<file path="config.mk">
export PLATFORM = sky130hd
export DESIGN_NAME = aoi_frame_line_timing
export DESIGN_NICKNAME = d
export VERILOG_FILES = /design/src/rtl/aoi_frame_timing_pkg.sv /design/src/rtl/aoi_frame_line_timing.sv
export SDC_FILE = /design/constraint.sdc
export NUM_CORES = 1
export LEC_CHECK = 0
export BUFFER_PORTS_ARGS = -buffer_cell sky130_fd_sc_hd__clkbuf_2
export CORE_UTILIZATION = 26
export CTS_BUF_LIST = sky130_fd_sc_hd__clkbuf_4 sky130_fd_sc_hd__clkbuf_8
export CTS_CLUSTER_SIZE = 40
export DETAILED_ROUTE_END_ITERATION = 8
export SLEW_MARGIN = 20
export SYNTH_ARGS = -nofsm -noshare
export SYNTH_HDL_FRONTEND = slang
export SYNTH_SLANG_ARGS = --single-unit
</file>
<file path="constraint.sdc">
create_clock -name clock -period 10.3 [get_ports clock]
set_input_delay 2.575 -clock clock [delete_from_list [all_inputs] [get_ports clock]]
set_output_delay 2.575 -clock clock [all_outputs]
set_load 0.01 [all_outputs]
</file>
<file path="src/rtl/aoi_frame_timing_pkg.sv">
package aoi_frame_timing_pkg;
    // sensor geometry
    localparam int SENSOR_LINES   = 1083;
    localparam int OB_LINES       = 4;
    localparam int DUMP_GROUP     = 4;
    // frame tail constants per case
    localparam int TAIL_B1_LOW    = 29;
    localparam int TAIL_B1_HIGH   = 28;
    localparam int TAIL_B2_LOW    = 25;
    localparam int TAIL_B2_HIGH   = 23;
    // line periods in nanoseconds and in clock cycles
    localparam int CLOCK_NS       = 8;
    localparam int LINE_NS_BIN1   = 23540;
    localparam int LINE_NS_BIN2   = 25670;
    localparam int LINE_CYC_BIN1  = LINE_NS_BIN1 / CLOCK_NS;
    localparam int LINE_CYC_BIN2  = LINE_NS_BIN2 / CLOCK_NS;
    // binning mode encoding
    localparam logic [1:0] BIN_OFF = 2'h0;
    localparam logic [1:0] BIN_2X1 = 2'h1;
    localparam logic [1:0] BIN_1X2 = 2'h2;
    localparam logic [1:0] BIN_2X2 = 2'h3;
    localparam int BIN_VERT_BIT   = 1;
endpackage

</file>
<file path="src/rtl/aoi_frame_line_timing.sv">
module aoi_frame_line_timing #(
    parameter int W  = 11,
    parameter int CW = 12
) (
    input  wire logic          clock,
    input  wire logic          reset,
    input  wire logic          enable,
    input  wire logic [W-1:0]  aoi_vertical_offset,
    input  wire logic [W-1:0]  aoi_height,
    input  wire logic [1:0]    binning_mode,
    output logic               line_start,
    output logic               frame_start,
    output logic [CW-1:0]      line_index,
    output logic [CW-1:0]      frame_lines,
    output logic [CW-1:0]      line_period_cycles,
    output logic               line_active,
    output logic               ob_line,
    output logic               vertical_bin2
);
    typedef enum logic [2:0] {
        ST_IDLE = 3'b001,
        ST_CALC = 3'b010,
        ST_RUN  = 3'b100
    } st_t;

    typedef struct packed {
        st_t           st;
        logic [W-1:0]  off;
        logic [W-1:0]  hgt;
        logic          vbin2;
        logic [CW-1:0] lines;
        logic [CW-1:0] period;
        logic [CW-1:0] cyc;
        logic [CW-1:0] idx;
        logic          line_start;
        logic          frame_start;
        logic          active;
        logic          ob;
    } state_t;

    localparam logic [CW-1:0] CYC1 = CW'(aoi_frame_timing_pkg::LINE_CYC_BIN1);
    localparam logic [CW-1:0] CYC2 = CW'(aoi_frame_timing_pkg::LINE_CYC_BIN2);
    localparam logic [CW-1:0] ONE  = CW'(1);

    state_t q;
    state_t d;
    logic   in_vbin2;

    // frame line count for a setting
    function automatic logic [CW-1:0] calc_lines(input logic [W-1:0] o, input logic [W-1:0] h,
                                                 input logic v2);
        int so;
        int sh;
        int r;
        so = int'(o);
        sh = int'(h);
        if (!v2 && so < aoi_frame_timing_pkg::OB_LINES) begin
            r = ((aoi_frame_timing_pkg::SENSOR_LINES - (sh + so - aoi_frame_timing_pkg::OB_LINES))
                 >>> 2) + sh - (aoi_frame_timing_pkg::OB_LINES - so)
                + aoi_frame_timing_pkg::TAIL_B1_LOW;
        end else if (!v2) begin
            r = ((so + aoi_frame_timing_pkg::DUMP_GROUP - 1) / aoi_frame_timing_pkg::DUMP_GROUP)
                + ((aoi_frame_timing_pkg::SENSOR_LINES - (sh + so - aoi_frame_timing_pkg::OB_LINES))
                 >>> 2) + sh + aoi_frame_timing_pkg::TAIL_B1_HIGH;
        end else if (so < aoi_frame_timing_pkg::OB_LINES) begin
            r = ((aoi_frame_timing_pkg::SENSOR_LINES
                  - ((sh - (aoi_frame_timing_pkg::OB_LINES - so)) * 2
                     + (so * 2 - aoi_frame_timing_pkg::OB_LINES))) >>> 2)
                + sh - (aoi_frame_timing_pkg::OB_LINES - so)
                + aoi_frame_timing_pkg::TAIL_B2_LOW;
        end else begin
            r = ((so + 1) / 2)
                + ((aoi_frame_timing_pkg::SENSOR_LINES
                    - (sh * 2 + (so * 2 - aoi_frame_timing_pkg::OB_LINES))) >>> 2)
                + sh + aoi_frame_timing_pkg::TAIL_B2_HIGH;
        end
        if (r < 1) begin
            r = 1;
        end
        if (r > (1 << CW) - 1) begin
            r = (1 << CW) - 1;
        end
        return r[CW-1:0];
    endfunction

    assign in_vbin2 = binning_mode[aoi_frame_timing_pkg::BIN_VERT_BIT];

    always_comb begin
        d             = q;
        d.line_start  = 1'b0;
        d.frame_start = 1'b0;
        case (q.st)
            ST_IDLE: begin
                d.cyc = '0;
                d.idx = '0;
                if (enable) begin
                    d.off   = aoi_vertical_offset;
                    d.hgt   = aoi_height;
                    d.vbin2 = in_vbin2;
                    d.st    = ST_CALC;
                end
            end
            ST_CALC: begin
                d.lines       = calc_lines(q.off, q.hgt, q.vbin2);
                d.period      = q.vbin2 ? CYC2 : CYC1;
                d.cyc         = '0;
                d.idx         = '0;
                d.line_start  = 1'b1;
                d.frame_start = 1'b1;
                d.st          = ST_RUN;
            end
            ST_RUN: begin
                if (!enable) begin
                    d.st = ST_IDLE;
                end else if (aoi_vertical_offset != q.off || aoi_height != q.hgt
                             || in_vbin2 != q.vbin2) begin
                    d.off   = aoi_vertical_offset;
                    d.hgt   = aoi_height;
                    d.vbin2 = in_vbin2;
                    d.st    = ST_CALC;
                end else if (q.cyc >= q.period - ONE) begin
                    d.cyc        = '0;
                    d.line_start = 1'b1;
                    if (q.idx >= q.lines - ONE) begin
                        d.idx         = '0;
                        d.frame_start = 1'b1;
                    end else begin
                        d.idx = q.idx + ONE;
                    end
                end else begin
                    d.cyc = q.cyc + ONE;
                end
            end
            default: begin
                d.st = ST_IDLE;
            end
        endcase
        d.active = (d.st == ST_RUN) && (d.idx < CW'(d.hgt));
        d.ob     = d.active && (CW'(d.off) + d.idx < CW'(aoi_frame_timing_pkg::OB_LINES));
    end

    always_ff @(posedge clock or posedge reset) begin
        if (reset) begin
            q        <= '0;
            q.st     <= ST_IDLE;
            q.period <= CYC1;
            q.lines  <= ONE;
        end else begin
            q <= d;
        end
    end

    assign line_start         = q.line_start;
    assign frame_start        = q.frame_start;
    assign line_index         = q.idx;
    assign frame_lines        = q.lines;
    assign line_period_cycles = q.period;
    assign line_active        = q.active;
    assign ob_line            = q.ob;
    assign vertical_bin2      = q.vbin2;
endmodule

</file>
# Word-level counts from Yosys, hierarchy flattened
# Cells that the tools add are included.
# W data, S select, Z words.
dict set report op_classes {
  magnitude_cmp 7
  n_mul 0
  shifts 0
  muxes 22
  reduce_logical 12
  n_div 0
  n_addsub 32
  eq_ne 11
  bitwise_logic 2
}
# op n
set ops {}
lappend ops {{$mux W32} 6}
lappend ops {{$add A32 B6 Y32 const B} 4}
lappend ops {{$mux W26} 4}
lappend ops {{$add A32 B12 Y32} 3}
lappend ops {{$add A32 B1 Y32} 2}
lappend ops {{$pmux W24 S2} 1}
lappend ops {{$pmux W23 S2} 1}
lappend ops {{$mux W12} 3}
lappend ops {{$add A32 B13 Y32} 1}
lappend ops {{$gt A32 B13 Y1 const B} 1}
lappend ops {{$lt A32 B2 Y1 const B} 1}
lappend ops {{$sub A12 B3 Y13 const B} 2}
lappend ops {{$add A12 B1 Y12 const B} 2}
lappend ops {{$ge A12 B12 Y1} 2}
lappend ops {{$sub A12 B1 Y12 const B} 2}
lappend ops {{$mux W23} 1}
lappend ops {{$ne A11 B11 Y1} 2}
lappend ops {{$sub A12 B15 Y16 const A} 1}
lappend ops {{$sub A15 B12 Y16} 1}
lappend ops {{$add A14 B12 Y15} 1}
lappend ops {{$add A14 B13 Y15} 1}
lappend ops {{$sub A12 B14 Y15 const A} 1}
lappend ops {{$add A13 B13 Y14} 1}
lappend ops {{$mux W14} 1}
lappend ops {{other kinds (32)} 41}
dict set report word_totals {
  mem_bits_rw 0
  output_inout_bits 41
  regBits 78
  rom_bits 0
  mem_count 0
  latchBits 0
}

# Logic depth before layout (Yosys ltp)
# Gate-level depths: netlist of the first run.
dict set report depth {
  ltp_word 16
  mapped_depth 45
}

# Worst setup path before layout of the first run
# No wires, ideal clock.
dict set report synth_path {
  path_kind {register -> register}
  start {reg q[64] (netlist bit)}
  end {reg q, in the netlist frame_lines[11]}
  path_slack_ps 1445
  setup_ps 104
  path_stages_with_launch 42
  n_path_buf 2
  t_required_ps 10196
  arrival_ps 8751
  path_cell_list {dfrtp_1 -> clkbuf_1 -> inv_1 -> ha_1 -> inv_1 -> ha_1 -> a21o_1 -> a21o_1 -> maj3_1 -> a21oi_1 -> o21bai_1 -> a21oi_2 -> o21bai_1 -> a211oi_1 -> a21oi_1 -> ha_1 -> inv_1 -> ha_1 -> (+6 left out) -> a21oi_1 -> nand2_1 -> a211o_1 -> a21o_1 -> a2111oi_4 -> nand3_1 -> ha_1 -> mux4_2 -> nor4_1 -> nand2_1 -> or4_1 -> nor4_2 -> and4_1 -> ha_1 -> nor3_1 -> o21ai_1 -> buf_4 -> o311ai_1}
}
dict set report synth_between {
  elab_chain_len 16
}
# item line_no
set synth_lines {}
lappend synth_lines {{from (decl)} aoi_frame_line_timing.sv:45} ;# state_t q;
lappend synth_lines {{$sub A3 B11 Y12 / $add A11 B3 Y12 (equally long branches)} -}
lappend synth_lines {{$sub A12 B12 Y13 / $sub A12 B1 Y13 (equally long branches)} {aoi_frame_line_timing.sv:67, aoi_frame_line_timing.sv:62}}
lappend synth_lines {{$add A14 B13 Y15 / $reduce_or A2 Y1 (equally long branches)} -}
lappend synth_lines {{$sub A12 B15 Y16 / $and A1 B1 Y1 (equally long branches)} -}
lappend synth_lines {{$add A14 B12 Y15 / $add A32 B1 Y32 (equally long branches)} -}
lappend synth_lines {{$sub A15 B12 Y16 / $add A32 B12 Y32 (equally long branches)} {aoi_frame_line_timing.sv:69, aoi_frame_line_timing.sv:63}}
lappend synth_lines {{$add A32 B6 Y32 / $add A32 B12 Y32 (equally long branches)} {aoi_frame_line_timing.sv:70, aoi_frame_line_timing.sv:64}}
lappend synth_lines {{$mux W32 / $add A32 B6 Y32 (equally long branches)} {aoi_frame_line_timing.sv:65, aoi_frame_line_timing.sv:64}}
lappend synth_lines {{$mux W32} aoi_frame_line_timing.sv:61} ;# end else if (!v2) begin
lappend synth_lines {{$mux W32 (*)} aoi_frame_line_timing.sv:57} ;# if (!v2 && so < aoi_frame_timing_pkg::OB_LINES) begin
lappend synth_lines {{$mux W32 (*)} aoi_frame_line_timing.sv:92} ;# case (q.st)
lappend synth_lines {{$lt A32 B2 Y1} aoi_frame_line_timing.sv:77} ;# if (r < 1) begin
lappend synth_lines {{$mux W32 (*)} aoi_frame_line_timing.sv:77}
lappend synth_lines {{$mux W32 (*)} aoi_frame_line_timing.sv:92}
lappend synth_lines {{$gt A32 B13 Y1} aoi_frame_line_timing.sv:80} ;# if (r > (1 << CW) - 1) begin
lappend synth_lines {{$mux W12 (*)} aoi_frame_line_timing.sv:80}
# Mark *: on every way between the ends. The rest lies on a longest branch, timed or not. The select of a mux whose other input is x is not followed.
# A chain may end at the register's enable or synchronous reset.

# Final worst setup path of the first run
dict set report layout_path {
  start {reg q[67] (netlist bit)}
  end {reg q, in the netlist frame_lines[10]}
}
dict set report layout_between {
  elab_chain_len 16
}
# item line_no
set layout_lines {}
lappend layout_lines {{$sub A3 B11 Y12} {aoi_frame_line_timing.sv:59, aoi_frame_line_timing.sv:67, aoi_frame_line_timing.sv:69}}
lappend layout_lines {{$sub A12 B12 Y13} aoi_frame_line_timing.sv:67} ;# - ((sh - (aoi_frame_timing_pkg::OB_LINES - so)) * 2
lappend layout_lines {{$add A14 B13 Y15} aoi_frame_line_timing.sv:68} ;# + (so * 2 - aoi_frame_timing_pkg::OB_LINES))) >>> 2)
lappend layout_lines {{$sub A12 B15 Y16} aoi_frame_line_timing.sv:67}
lappend layout_lines {{$add A14 B12 Y15} aoi_frame_line_timing.sv:69} ;# + sh - (aoi_frame_timing_pkg::OB_LINES - so)
lappend layout_lines {{$sub A15 B12 Y16} aoi_frame_line_timing.sv:69}
lappend layout_lines {{$add A32 B6 Y32} aoi_frame_line_timing.sv:70} ;# + aoi_frame_timing_pkg::TAIL_B2_LOW;
lappend layout_lines {{$mux W32} aoi_frame_line_timing.sv:65} ;# end else if (so < aoi_frame_timing_pkg::OB_LINES) begin
lappend layout_lines {{$mux W32} aoi_frame_line_timing.sv:61}
lappend layout_lines {{$mux W32 (*)} aoi_frame_line_timing.sv:57}
lappend layout_lines {{$mux W32 (*)} aoi_frame_line_timing.sv:92}
lappend layout_lines {{$lt A32 B2 Y1} aoi_frame_line_timing.sv:77}
lappend layout_lines {{$mux W32 (*)} aoi_frame_line_timing.sv:77}
lappend layout_lines {{$mux W32 (*)} aoi_frame_line_timing.sv:92}
lappend layout_lines {{$gt A32 B13 Y1} aoi_frame_line_timing.sv:80}
lappend layout_lines {{$mux W12 (*)} aoi_frame_line_timing.sv:80}
# Marks and branches as above.

==> impl_metrics.prom, run 1 <==
# TYPE chip_impl_metric gauge
chip_impl_metric{name="nNetsFinal",unit=""} 2029
chip_impl_metric{name="rows",unit=""} 84
chip_impl_metric{name="hold_violations_final",unit=""} 0
chip_impl_metric{name="ys_ff_latch",unit=""} 68
chip_impl_metric{name="max_slew_margin",unit=""} 0.317
chip_impl_metric{name="final-seq-area",unit="sq mm"} 0.00171
chip_impl_metric{name="core_area",unit="sq mm"} 0.0527
chip_impl_metric{name="first_pass_iters",unit=""} 6
chip_impl_metric{name="slew_violations",unit=""} 0
chip_impl_metric{name="max_slew.worst_pin.slew",unit="ps"} 1010
chip_impl_metric{name="post_drt_via_cell_ratio",unit=""} 5.18
chip_impl_metric{name="wl_per_cell",unit="microns"} 16.9
chip_impl_metric{name="drt_drc_violations_left",unit=""} 0
chip_impl_metric{name="initial_core_util",unit=""} 0.264
chip_impl_metric{name="timing.critical_path.slowest_cell_delay",unit="ps"} 600
chip_impl_metric{name="post-route-min-period",unit="ps"} 9630
chip_impl_metric{name="die_y",unit="microns"} 233
chip_impl_info{name="setup.worst_path.end_class",value="flop"} 1
chip_impl_metric{name="numPlacedInstances",unit=""} 2407
chip_impl_metric{name="ioPinCount",unit=""} 68
chip_impl_info{name="worst-setup-path-type",value="reg2reg"} 1
chip_impl_metric{name="synth.lib_cells_used.distinct",unit=""} 99
chip_impl_metric{name="num_antenna_cells",unit=""} 0
chip_impl_info{name="timing.critical_path.slowest_stage_cell",value="dfrtp_1"} 1
chip_impl_metric{name="h-tree-depth",unit=""} 3
chip_impl_info{name="critical_path.startpoint_type",value="flop"} 1
chip_impl_metric{name="gp_congestion",unit=""} 0.960
chip_impl_metric{name="area_used_by_multi_input_combinational_logic",unit="sq mm"} 0.0110
chip_impl_metric{name="dr_total_vias",unit=""} 12600
chip_impl_metric{name="synth_top_area_frac",unit=""} 0.205
chip_impl_metric{name="grt_first_pass_wirelength",unit="mm"} 64.8
chip_impl_info{name="outcome",value="finished clean"} 1
chip_impl_metric{name="worst_ep_required_time",unit="ps"} 10570
chip_impl_metric{name="setup_violations",unit=""} 0
chip_impl_metric{name="syn-instance-count",unit=""} 1713
chip_impl_info{name="crit-reg2reg-launch",value="q[67]"} 1
chip_impl_metric{name="synth-warning-count",unit=""} 0
chip_impl_metric{name="number_of_antenna_violations_at_the_first_check_in_global_routing",unit=""} 0
chip_impl_metric{name="cts.reportedPaths.clkPinSlew",unit="ps"} 90
chip_impl_metric{name="synth-edff-count",unit=""} 0
chip_impl_metric{name="clock_sinks",unit=""} 68
chip_impl_metric{name="layout.filler_cells",unit=""} 5550
chip_impl_metric{name="portBuffers",unit=""} 63
chip_impl_metric{name="cts_inserted_buffers",unit=""} 9
chip_impl_metric{name="clkLatencyLatePin",unit="ps"} 370
chip_impl_metric{name="netlist_area",unit="sq mm"} 0.0139
chip_impl_info{name="worst_hold_startpoint",value="q[27]"} 1
chip_impl_metric{name="worst_r2r_path_depth",unit=""} 36
chip_impl_info{name="post-synth-top-area-cell",value="ha_1"} 1
chip_impl_metric{name="final.setup.tns",unit="ps"} 0
chip_impl_metric{name="hpwl",unit="mm"} 34.8
chip_impl_info{name="worst_r2r_endpoint",value="frame_lines[10]"} 1
chip_impl_metric{name="hold_depth",unit=""} 1
chip_impl_metric{name="async_flop_share",unit=""} 1.00
chip_impl_info{name="rsz_0062_raised_after_global_routing",value="false"} 1
chip_impl_metric{name="cts-root-to-sink-buffers",unit=""} 2
chip_impl_metric{name="vias_in_the_first_global_route",unit=""} 12200
chip_impl_metric{name="postRouteWirelength",unit="mm"} 40.9
chip_impl_metric{name="gr-total-overflow",unit=""} 0
chip_impl_metric{name="layout.cells.non_filler",unit=""} 2422
chip_impl_metric{name="post_cts_setup_buffers",unit=""} 0
chip_impl_metric{name="achievable-frequency",unit="MHz"} 104
chip_impl_info{name="clk_root_buffer_cell",value="clkbuf_8"} 1
chip_impl_metric{name="worstPathMaxFanout",unit=""} 14
chip_impl_metric{name="number_of_max_capacitance_violations_reported",unit=""} 0
chip_impl_metric{name="grt_start_max_net_pins",unit=""} 69
chip_impl_info{name="synthTopCellsByArea",value="ha_1 20%, dfrtp_1 12%, fa_1 6.5%"} 1
chip_impl_metric{name="die_ar",unit="sq mm"} 0.0543
chip_impl_metric{name="worst_ep_arrival_time",unit="ps"} 9900
chip_impl_metric{name="final.period_utilization",unit=""} 0.935
chip_impl_metric{name="syn_to_final_growth",unit="%"} 7.50
chip_impl_info{name="cts_tree",value="built"} 1
chip_impl_metric{name="ff2ff_setup_slack",unit="ps"} 670
chip_impl_info{name="hold_path_end",value="q[27]"} 1
chip_impl_metric{name="final.setup_skew",unit="ps"} 16.3
chip_impl_info{name="worst_path_most_repeated_cell",value="ha_1"} 1
chip_impl_metric{name="ant_nets",unit=""} 0
chip_impl_metric{name="synth_area_per_cell",unit="sq um"} 8.10
chip_impl_metric{name="synth_seq_area_share",unit=""} 0.123
chip_impl_metric{name="initialDrtViolationCount",unit=""} 1046
chip_impl_metric{name="drive_gt1_frac",unit=""} 0.0969
chip_impl_info{name="worstHoldPathType",value="reg2reg"} 1
chip_impl_metric{name="die_w",unit="microns"} 233
chip_impl_metric{name="grt_use_total",unit=""} 0.150
chip_impl_info{name="ys_dominant_reg_cell",value="dfrtp_1"} 1
==> cells by family (layout without fill, tap and decap cells) <==
family / Yosys count / after routing / share of synthesized area
muxes: 39 / 39 / 0.0379
AOI/OAI and AO/OA: 425 / 425 / 0.209
xor gates and xnor gates: 145 / 145 / 0.0920
and+or+nand+nor: 483 / 483 / 0.180
other: 2 / 3 / 0.000541
DFF: 68 / 68 / 0.123
buffers and inverters: 278 / 298 / 0.0867
adders and majority gates: 273 / 273 / 0.270
==> metrics by stage <==
step,util,hold slack [ps],area [sq um],setup WS [ps]
final,0.283,487,14900,669
after global routing,0.283,494,14900,27.7
after CTS,0.283,488,14900,345
after detailed placement,0.280,469,14700,384
after global placement,0.280,472,14700,551
after floorplan,-,439,13900,1440
==> state kept, by name, indices dropped and copies added, names as in the netlist <==
name	flops
frame_lines	12
line_active	1
line_index	12
q	37
frame_start	1
line_start	1
vertical_bin2	1
ob_line	1
line_period_cycles	2
==> routing by layer <==
metal | up-vias | track usage | routed length (microns)
li1 | 6142 | - | -
met1 | 5980 | 0.199 | 18500
met2 | 377 | 0.257 | 19400
met3 | 57 | 0.0142 | 1850
met4 | 0 | 0.0384 | 1130
met5 | - | 0 | 0
==> Yosys cell counts, drive strengths merged, types with 18 or more instances <==
| cell | number |
|---|---|
| o21ai | 111 |
| o21a | 21 |
| nand4 | 23 |
| nor2 | 129 |
| and2 | 18 |
| mux2 | 18 |
| xor2 | 57 |
| nand3 | 37 |
| clkbuf | 23 |
| dfrtp | 65 |
| inv | 203 |
| nor2b | 23 |
| fa | 45 |
| a21oi | 78 |
| buf | 50 |
| nand2 | 103 |
| nor3 | 34 |
| xnor2 | 88 |
| ha | 227 |
| a211oi | 23 |
| a21o | 36 |
| o31ai | 21 |
==> worst max-delay path, delay by kind of cell (launching register included) <==
family	cells	cell delay [ps]
AOI/OAI and AO/OA	12	2750
xor gates and xnor gates	3	640
adders and majority gates	7	2060
buffers and inverters	2	210
DFF	1	600
muxes	1	530
and+or+nand+nor	11	2730
==> cells in the final DEF (no fill, tap or decap), types with 57 or more instances in the layout <==
cell      instances
clkbuf_2         63
a21oi_1          76
inv_1           201
nor2_1          128
o21ai_0         106
xor2_1           57
nand2_1         102
xnor2_1          86
dfrtp_1          65
ha_1            227
==> repair_timing <==
item / CTS / global route
resized for setup: 0 / 3
setup endpoints to repair: 0 / 11
hold buffers: 0 / 0
==> area by class of cell <==
class	count	share of cell area
multi-input cells	1368	0.737
flip-flops and latches	68	0.114
well taps	688	0.0577
inverters	205	0.0516
repair buffers	78	0.0287
clock buffers	9	0.00830
clock inverters	6	0.00277
==> worst max-delay path by stage <==
stage          startpoint              end  slack [ps]  depth (start not counted)
2_1_floorplan       q[64]  frame_lines[11]        1440                         41
3_3_place_gp        q[66]  frame_lines[10]         550                         38
3_5_place_dp        q[66]  frame_lines[10]         380                         38
4_1_cts             q[66]  frame_lines[10]         350                         38
5_1_grt             q[65]  frame_lines[10]          30                         40
6_report            q[67]  frame_lines[10]         670                         36
Power of run 1 is not shown: default switching activity piles up to over one toggle a cycle in this logic, so the estimate is an artifact.
==> inputs of run 2 (changes only) <==
--- a/config.mk
+++ b/config.mk
@@ -6,10 +6,11 @@
 export NUM_CORES = 1
 export LEC_CHECK = 0
 export BUFFER_PORTS_ARGS = -buffer_cell sky130_fd_sc_hd__clkbuf_2
-export CORE_UTILIZATION = 26
+export CORE_UTILIZATION = 45
 export CTS_BUF_LIST = sky130_fd_sc_hd__clkbuf_4 sky130_fd_sc_hd__clkbuf_8
 export CTS_CLUSTER_SIZE = 40
 export DETAILED_ROUTE_END_ITERATION = 8
+export SKIP_CTS_REPAIR_TIMING = 1
 export SLEW_MARGIN = 20
 export SYNTH_ARGS = -nofsm -noshare
 export SYNTH_HDL_FRONTEND = slang
==> run 2 against run 1 <==
Register-to-register slack better by 40 ps. Final area is 2.2% lower. Die area is 42% lower. Fmax is 0.37% higher. Via count is 1.1% lower. Utilization is 20 points higher. Non-clock buffer count is 1 higher. Clock-buffer cell count is 2 higher. Wire length is 1.3% lower. Clock skew is 3.6 ps higher. First-iteration DRC count is 8.8% higher. Critical endpoint is now frame_lines[11]. Largest cell class unchanged. Highest routed layer unchanged.
==> impl_metrics.prom, run 2 (synthesis gave the netlist of run 1 again) <==
# TYPE chip_impl_metric gauge
chip_impl_metric{name="die_ar",unit="sq mm"} 0.0316
chip_impl_metric{name="h-tree-depth",unit=""} 3
chip_impl_metric{name="final.setup.tns",unit="ps"} 0
chip_impl_metric{name="wl_per_cell",unit="microns"} 19.0
chip_impl_metric{name="nNetsFinal",unit=""} 2030
chip_impl_metric{name="portBuffers",unit=""} 63
chip_impl_metric{name="hold_violations_final",unit=""} 0
chip_impl_metric{name="gp_congestion",unit=""} 0.949
chip_impl_info{name="rsz_0062_raised_after_global_routing",value="false"} 1
chip_impl_metric{name="final.period_utilization",unit=""} 0.932
chip_impl_info{name="worstHoldPathType",value="reg2reg"} 1
chip_impl_metric{name="numPlacedInstances",unit=""} 2110
chip_impl_info{name="outcome",value="finished clean"} 1
chip_impl_metric{name="post_drt_via_cell_ratio",unit=""} 5.84
chip_impl_metric{name="number_of_max_capacitance_violations_reported",unit=""} 0
chip_impl_info{name="worst_path_most_repeated_cell",value="ha_1"} 1
chip_impl_metric{name="ioPinCount",unit=""} 68
chip_impl_metric{name="cts.reportedPaths.clkPinSlew",unit="ps"} 90
chip_impl_metric{name="initialDrtViolationCount",unit=""} 1138
chip_impl_metric{name="hpwl",unit="mm"} 34.1
chip_impl_metric{name="slew_violations",unit=""} 0
chip_impl_metric{name="grt_start_max_net_pins",unit=""} 69
chip_impl_metric{name="cts_inserted_buffers",unit=""} 9
chip_impl_metric{name="drt_drc_violations_left",unit=""} 0
chip_impl_metric{name="setup_violations",unit=""} 0
chip_impl_metric{name="layout.cells.non_filler",unit=""} 2126
chip_impl_metric{name="number_of_antenna_violations_at_the_first_check_in_global_routing",unit=""} 0
chip_impl_metric{name="max_slew_margin",unit=""} 0.277
chip_impl_metric{name="gr-total-overflow",unit=""} 0
chip_impl_metric{name="preCtsSetupSlack",unit="ps"} 549
chip_impl_info{name="timing.critical_path.slowest_stage_cell",value="mux4_2"} 1
chip_impl_metric{name="drive_gt1_frac",unit=""} 0.0979
chip_impl_metric{name="die_y",unit="microns"} 178
chip_impl_metric{name="dr_total_vias",unit=""} 12400
chip_impl_metric{name="num_antenna_cells",unit=""} 0
chip_impl_metric{name="worst_ep_arrival_time",unit="ps"} 9850
chip_impl_metric{name="initial_core_util",unit=""} 0.462
chip_impl_metric{name="die_w",unit="microns"} 178
chip_impl_metric{name="worstPathMaxFanout",unit=""} 11
chip_impl_metric{name="largest_reg_flops",unit=""} 37
chip_impl_info{name="most-common-layout-cells",value="227 x ha_1, 201 x inv_1, 128 x nor2_1"} 1
chip_impl_metric{name="rows",unit=""} 63
chip_impl_info{name="setup.worst_path.end_class",value="flop"} 1
chip_impl_info{name="worst-setup-path-type",value="reg2reg"} 1
chip_impl_metric{name="post-route-min-period",unit="ps"} 9600
chip_impl_metric{name="max_slew.worst_pin.slew",unit="ps"} 1080
chip_impl_info{name="cts_tree",value="built"} 1
chip_impl_metric{name="ant_nets",unit=""} 0
chip_impl_metric{name="grt_use_total",unit=""} 0.259
chip_impl_info{name="critical_path.startpoint_type",value="flop"} 1
chip_impl_metric{name="postRouteWirelength",unit="mm"} 40.4
chip_impl_metric{name="core_area",unit="sq mm"} 0.0300
chip_impl_info{name="mostFrequentLayoutCell",value="ha_1"} 1
chip_impl_metric{name="worst_ep_required_time",unit="ps"} 10560
chip_impl_metric{name="timing.final.ws_setup",unit="ps"} 705
chip_impl_metric{name="post_route_core_utilization",unit=""} 0.486
chip_impl_metric{name="syn_to_final_growth",unit="%"} 5.16
chip_impl_metric{name="final.setup_skew",unit="ps"} 19.9
chip_impl_info{name="max_flop_register",value="q"} 1
chip_impl_metric{name="clock_sinks",unit=""} 68
chip_impl_metric{name="first_pass_iters",unit=""} 7
chip_impl_metric{name="grt_first_pass_wirelength",unit="mm"} 63.5
chip_impl_metric{name="achievable-frequency",unit="MHz"} 104
chip_impl_metric{name="timing.critical_path.slowest_cell_delay",unit="ps"} 530
chip_impl_metric{name="vias_in_the_first_global_route",unit=""} 11600
chip_impl_metric{name="clkLatencyLatePin",unit="ps"} 370
chip_impl_info{name="clk_root_buffer_cell",value="clkbuf_8"} 1
chip_impl_metric{name="cts-root-to-sink-buffers",unit=""} 2
## run 2: cell type report
type	instances	area, sq um
clock buffers	11	145
clock inverters	5	60.1
fillers	2965	15400
inverters	205	769
multi-input cells	1368	11000
flip-flops and latches	68	1710
well taps	390	488
repair buffers	79	435
## run 2: final timing paths
check / from / cells past startpoint / end / slack [ps]
worst max register to register: q[65] / 37 / frame_lines[11] / 700
max in group asynchronous: reset / 3 / q[60] / 7210
worst min-delay path: q[27] / 1 / q[27] / 480
min in group asynchronous: reset / 3 / frame_lines[10] / 2430
worst max-delay path: q[65] / 37 / frame_lines[11] / 700
worst min register to register: q[27] / 1 / q[27] / 480
## run 2: per-layer routing
layer	routed length, microns	track usage	up-vias
met5	0	0	-
met4	633	0.0509	0
met3	2050	0.0281	41
met2	17400	0.394	348
met1	20300	0.393	5908
li1	-	-	6125
## run 2: metrics by stage
stage	hold WS, ps	cell area [sq um]
finish	479	14600
global route	526	14600
CTS	482	14600
detailed placement	470	14400
global placement	456	14400
floorplan	439	13900
## run 2: critical path: cells and delay by family (launching register included)
kind                     cells  cell delay, ps
flip-flops                   1             390
XOR/XNOR                     1             220
AO/OA/AOI/OAI               15            3640
buffers and inverters        2             350
multiplexers                 1             530
AND/OR/NAND/NOR              9            1610
adder cells (fa/ha/maj)      9            2730
Power of run 2 is left out for the same reason.
==> inputs of run 3 (changes only) <==
==> constraint.sdc (replaced) <==
create_clock -name clock -period 10.4 [get_ports clock]
set_input_delay 2.6 -clock clock [delete_from_list [all_inputs] [get_ports clock]]
set_output_delay 2.6 -clock clock [all_outputs]
set_load 0.01 [all_outputs]
==> run 3 against run 2 <==
Sequential cell count did not move. Die area did not move. Global-route usage fell by 0.19 points. Wire length barely moved. Final cell count did not move. Critical path depth rose by 2. Register-to-register slack got worse by 30 ps. Via count barely moved. Utilization barely moved. Clock skew rose by 3.4 ps. Critical path type unchanged. Highest routed layer unchanged.
==> impl_metrics.prom, run 3 (synthesis gave the netlist of run 1 again) <==
# TYPE chip_impl_metric gauge
chip_impl_metric{name="post_drt_via_cell_ratio",unit=""} 5.85
chip_impl_metric{name="clkLatencyLatePin",unit="ps"} 360
chip_impl_metric{name="setup_violations",unit=""} 0
chip_impl_metric{name="max_slew_margin",unit=""} 0.318
chip_impl_info{name="critical_path.startpoint_type",value="flop"} 1
chip_impl_metric{name="initial_core_util",unit=""} 0.462
chip_impl_metric{name="initialDrtViolationCount",unit=""} 1097
chip_impl_metric{name="h-tree-depth",unit=""} 3
chip_impl_metric{name="slew_violations",unit=""} 0
chip_impl_metric{name="die_y",unit="microns"} 178
chip_impl_metric{name="final.setup_skew",unit="ps"} 23.3
chip_impl_info{name="crit-reg2reg-launch",value="q[65]"} 1
chip_impl_info{name="setup.worst_path.end_class",value="flop"} 1
chip_impl_info{name="timing.critical_path.slowest_stage_cell",value="mux4_2"} 1
chip_impl_metric{name="number_of_max_capacitance_violations_reported",unit=""} 0
chip_impl_metric{name="nNetsFinal",unit=""} 2030
chip_impl_info{name="outcome",value="finished clean"} 1
chip_impl_metric{name="post-route-min-period",unit="ps"} 9730
chip_impl_metric{name="grt_start_max_net_pins",unit=""} 69
chip_impl_metric{name="wl_per_cell",unit="microns"} 19.0
chip_impl_metric{name="die_w",unit="microns"} 178
chip_impl_metric{name="clock_sinks",unit=""} 68
chip_impl_metric{name="final-seq-area",unit="sq mm"} 0.00171
chip_impl_metric{name="hpwl",unit="mm"} 34.2
chip_impl_metric{name="grt_first_pass_wirelength",unit="mm"} 63.0
chip_impl_info{name="cts_tree",value="built"} 1
chip_impl_metric{name="die_ar",unit="sq mm"} 0.0316
chip_impl_info{name="rsz_0062_raised_after_global_routing",value="false"} 1
chip_impl_info{name="worst_r2r_endpoint",value="frame_lines[5]"} 1
chip_impl_info{name="clk_root_buffer_cell",value="clkbuf_8"} 1
chip_impl_metric{name="ioPinCount",unit=""} 68
chip_impl_metric{name="portBuffers",unit=""} 63
chip_impl_metric{name="gr-total-overflow",unit=""} 0
chip_impl_metric{name="largest_reg_flops",unit=""} 37
chip_impl_metric{name="area_used_by_multi_input_combinational_logic",unit="sq mm"} 0.0110
chip_impl_metric{name="syn_to_final_growth",unit="%"} 5.24
chip_impl_metric{name="grt_use_total",unit=""} 0.258
chip_impl_metric{name="rows",unit=""} 63
chip_impl_metric{name="ant_nets",unit=""} 0
chip_impl_metric{name="worst_ep_arrival_time",unit="ps"} 10020
chip_impl_info{name="max_flop_register",value="q"} 1
chip_impl_metric{name="core_area",unit="sq mm"} 0.0300
chip_impl_metric{name="cts-root-to-sink-buffers",unit=""} 2
chip_impl_info{name="mostFrequentLayoutCell",value="ha_1"} 1
chip_impl_metric{name="drt_drc_violations_left",unit=""} 0
chip_impl_metric{name="cts_inserted_buffers",unit=""} 9
chip_impl_metric{name="drive_gt1_frac",unit=""} 0.0974
chip_impl_metric{name="timing.critical_path.slowest_cell_delay",unit="ps"} 550
chip_impl_metric{name="num_antenna_cells",unit=""} 0
chip_impl_info{name="timing.critical_path.from",value="q[65]"} 1
chip_impl_metric{name="worstPathMaxFanout",unit=""} 8
chip_impl_metric{name="dr_total_vias",unit=""} 12400
chip_impl_metric{name="hold_violations_final",unit=""} 0
chip_impl_info{name="worst_path_most_repeated_cell",value="ha_1"} 1
chip_impl_metric{name="cts.reportedPaths.clkPinSlew",unit="ps"} 90
chip_impl_metric{name="worst_ep_required_time",unit="ps"} 10690
chip_impl_metric{name="gp_congestion",unit=""} 0.960
chip_impl_metric{name="final.period_utilization",unit=""} 0.936
chip_impl_metric{name="vias_in_the_first_global_route",unit=""} 11500
chip_impl_metric{name="layout.filler_cells",unit=""} 2968
chip_impl_info{name="worstHoldPathType",value="reg2reg"} 1
chip_impl_metric{name="ff2ff_setup_slack",unit="ps"} 670
chip_impl_metric{name="postRouteWirelength",unit="mm"} 40.4
chip_impl_metric{name="max_slew.worst_pin.slew",unit="ps"} 1010
chip_impl_info{name="most-common-layout-cells",value="227 x ha_1, 201 x inv_1, 129 x nor2_1"} 1
chip_impl_metric{name="final.setup.tns",unit="ps"} 0
chip_impl_metric{name="number_of_antenna_violations_at_the_first_check_in_global_routing",unit=""} 0
chip_impl_metric{name="achievable-frequency",unit="MHz"} 103
chip_impl_metric{name="worst_r2r_path_depth",unit=""} 39
chip_impl_info{name="worst-setup-path-type",value="reg2reg"} 1
chip_impl_info{name="worst_setup_path_endpoint",value="frame_lines[5]"} 1
chip_impl_metric{name="first_pass_iters",unit=""} 5
==> run 3: worst min path at each step <==
stage	start	to	slack, ps	cells past startpoint
after floorplan	q[27]	q[27]	440	1
after global placement	q[27]	q[27]	460	1
after detailed placement	q[27]	q[27]	460	1
after CTS	q[27]	q[27]	480	1
after global routing	q[27]	q[27]	500	1
final	q[27]	q[27]	480	1
==> run 3: worst max-delay path: cells and delay by family (launching register included) <==
kind / cells / cell delay, ps
XOR/XNOR: 3 / 770
multiplexers: 1 / 550
AO/OA/AOI/OAI: 12 / 2830
flip-flops: 1 / 350
adder cells (fa/ha/maj): 8 / 2290
buffers and inverters: 2 / 210
AND/OR/NAND/NOR: 13 / 2640
==> run 3: area by class of cell <==
class / count / share of cell area
clock buffers: 10 / 0.00899
clock inverters: 6 / 0.00599
inverters: 205 / 0.0527
multi-input cells: 1368 / 0.752
flip-flops and latches: 68 / 0.117
well taps: 390 / 0.0334
repair buffers: 79 / 0.0298
==> run 3: metal layers <==
layer  GRT usage  share of wire
met5           0              0
met4      0.0484          0.018
met3      0.0360          0.059
met2       0.386           0.43
met1       0.389           0.50
==> run 3: per-stage QoR <==
stage / hold slack, ps / instances / area (sq um) / setup slack (ps) / utilization
after floorplan: 439 / 1714 / 13900 / 1540 / -
after global placement: 458 / 2110 / 14400 / 814 / 0.479
after detailed placement: 463 / 2110 / 14400 / 674 / 0.479
after CTS: 480 / 2126 / 14600 / 624 / 0.486
after global routing: 502 / 2126 / 14600 / 158 / 0.486
final: 482 / 2126 / 14600 / 671 / 0.486
Power of run 3 is left out for the same reason.
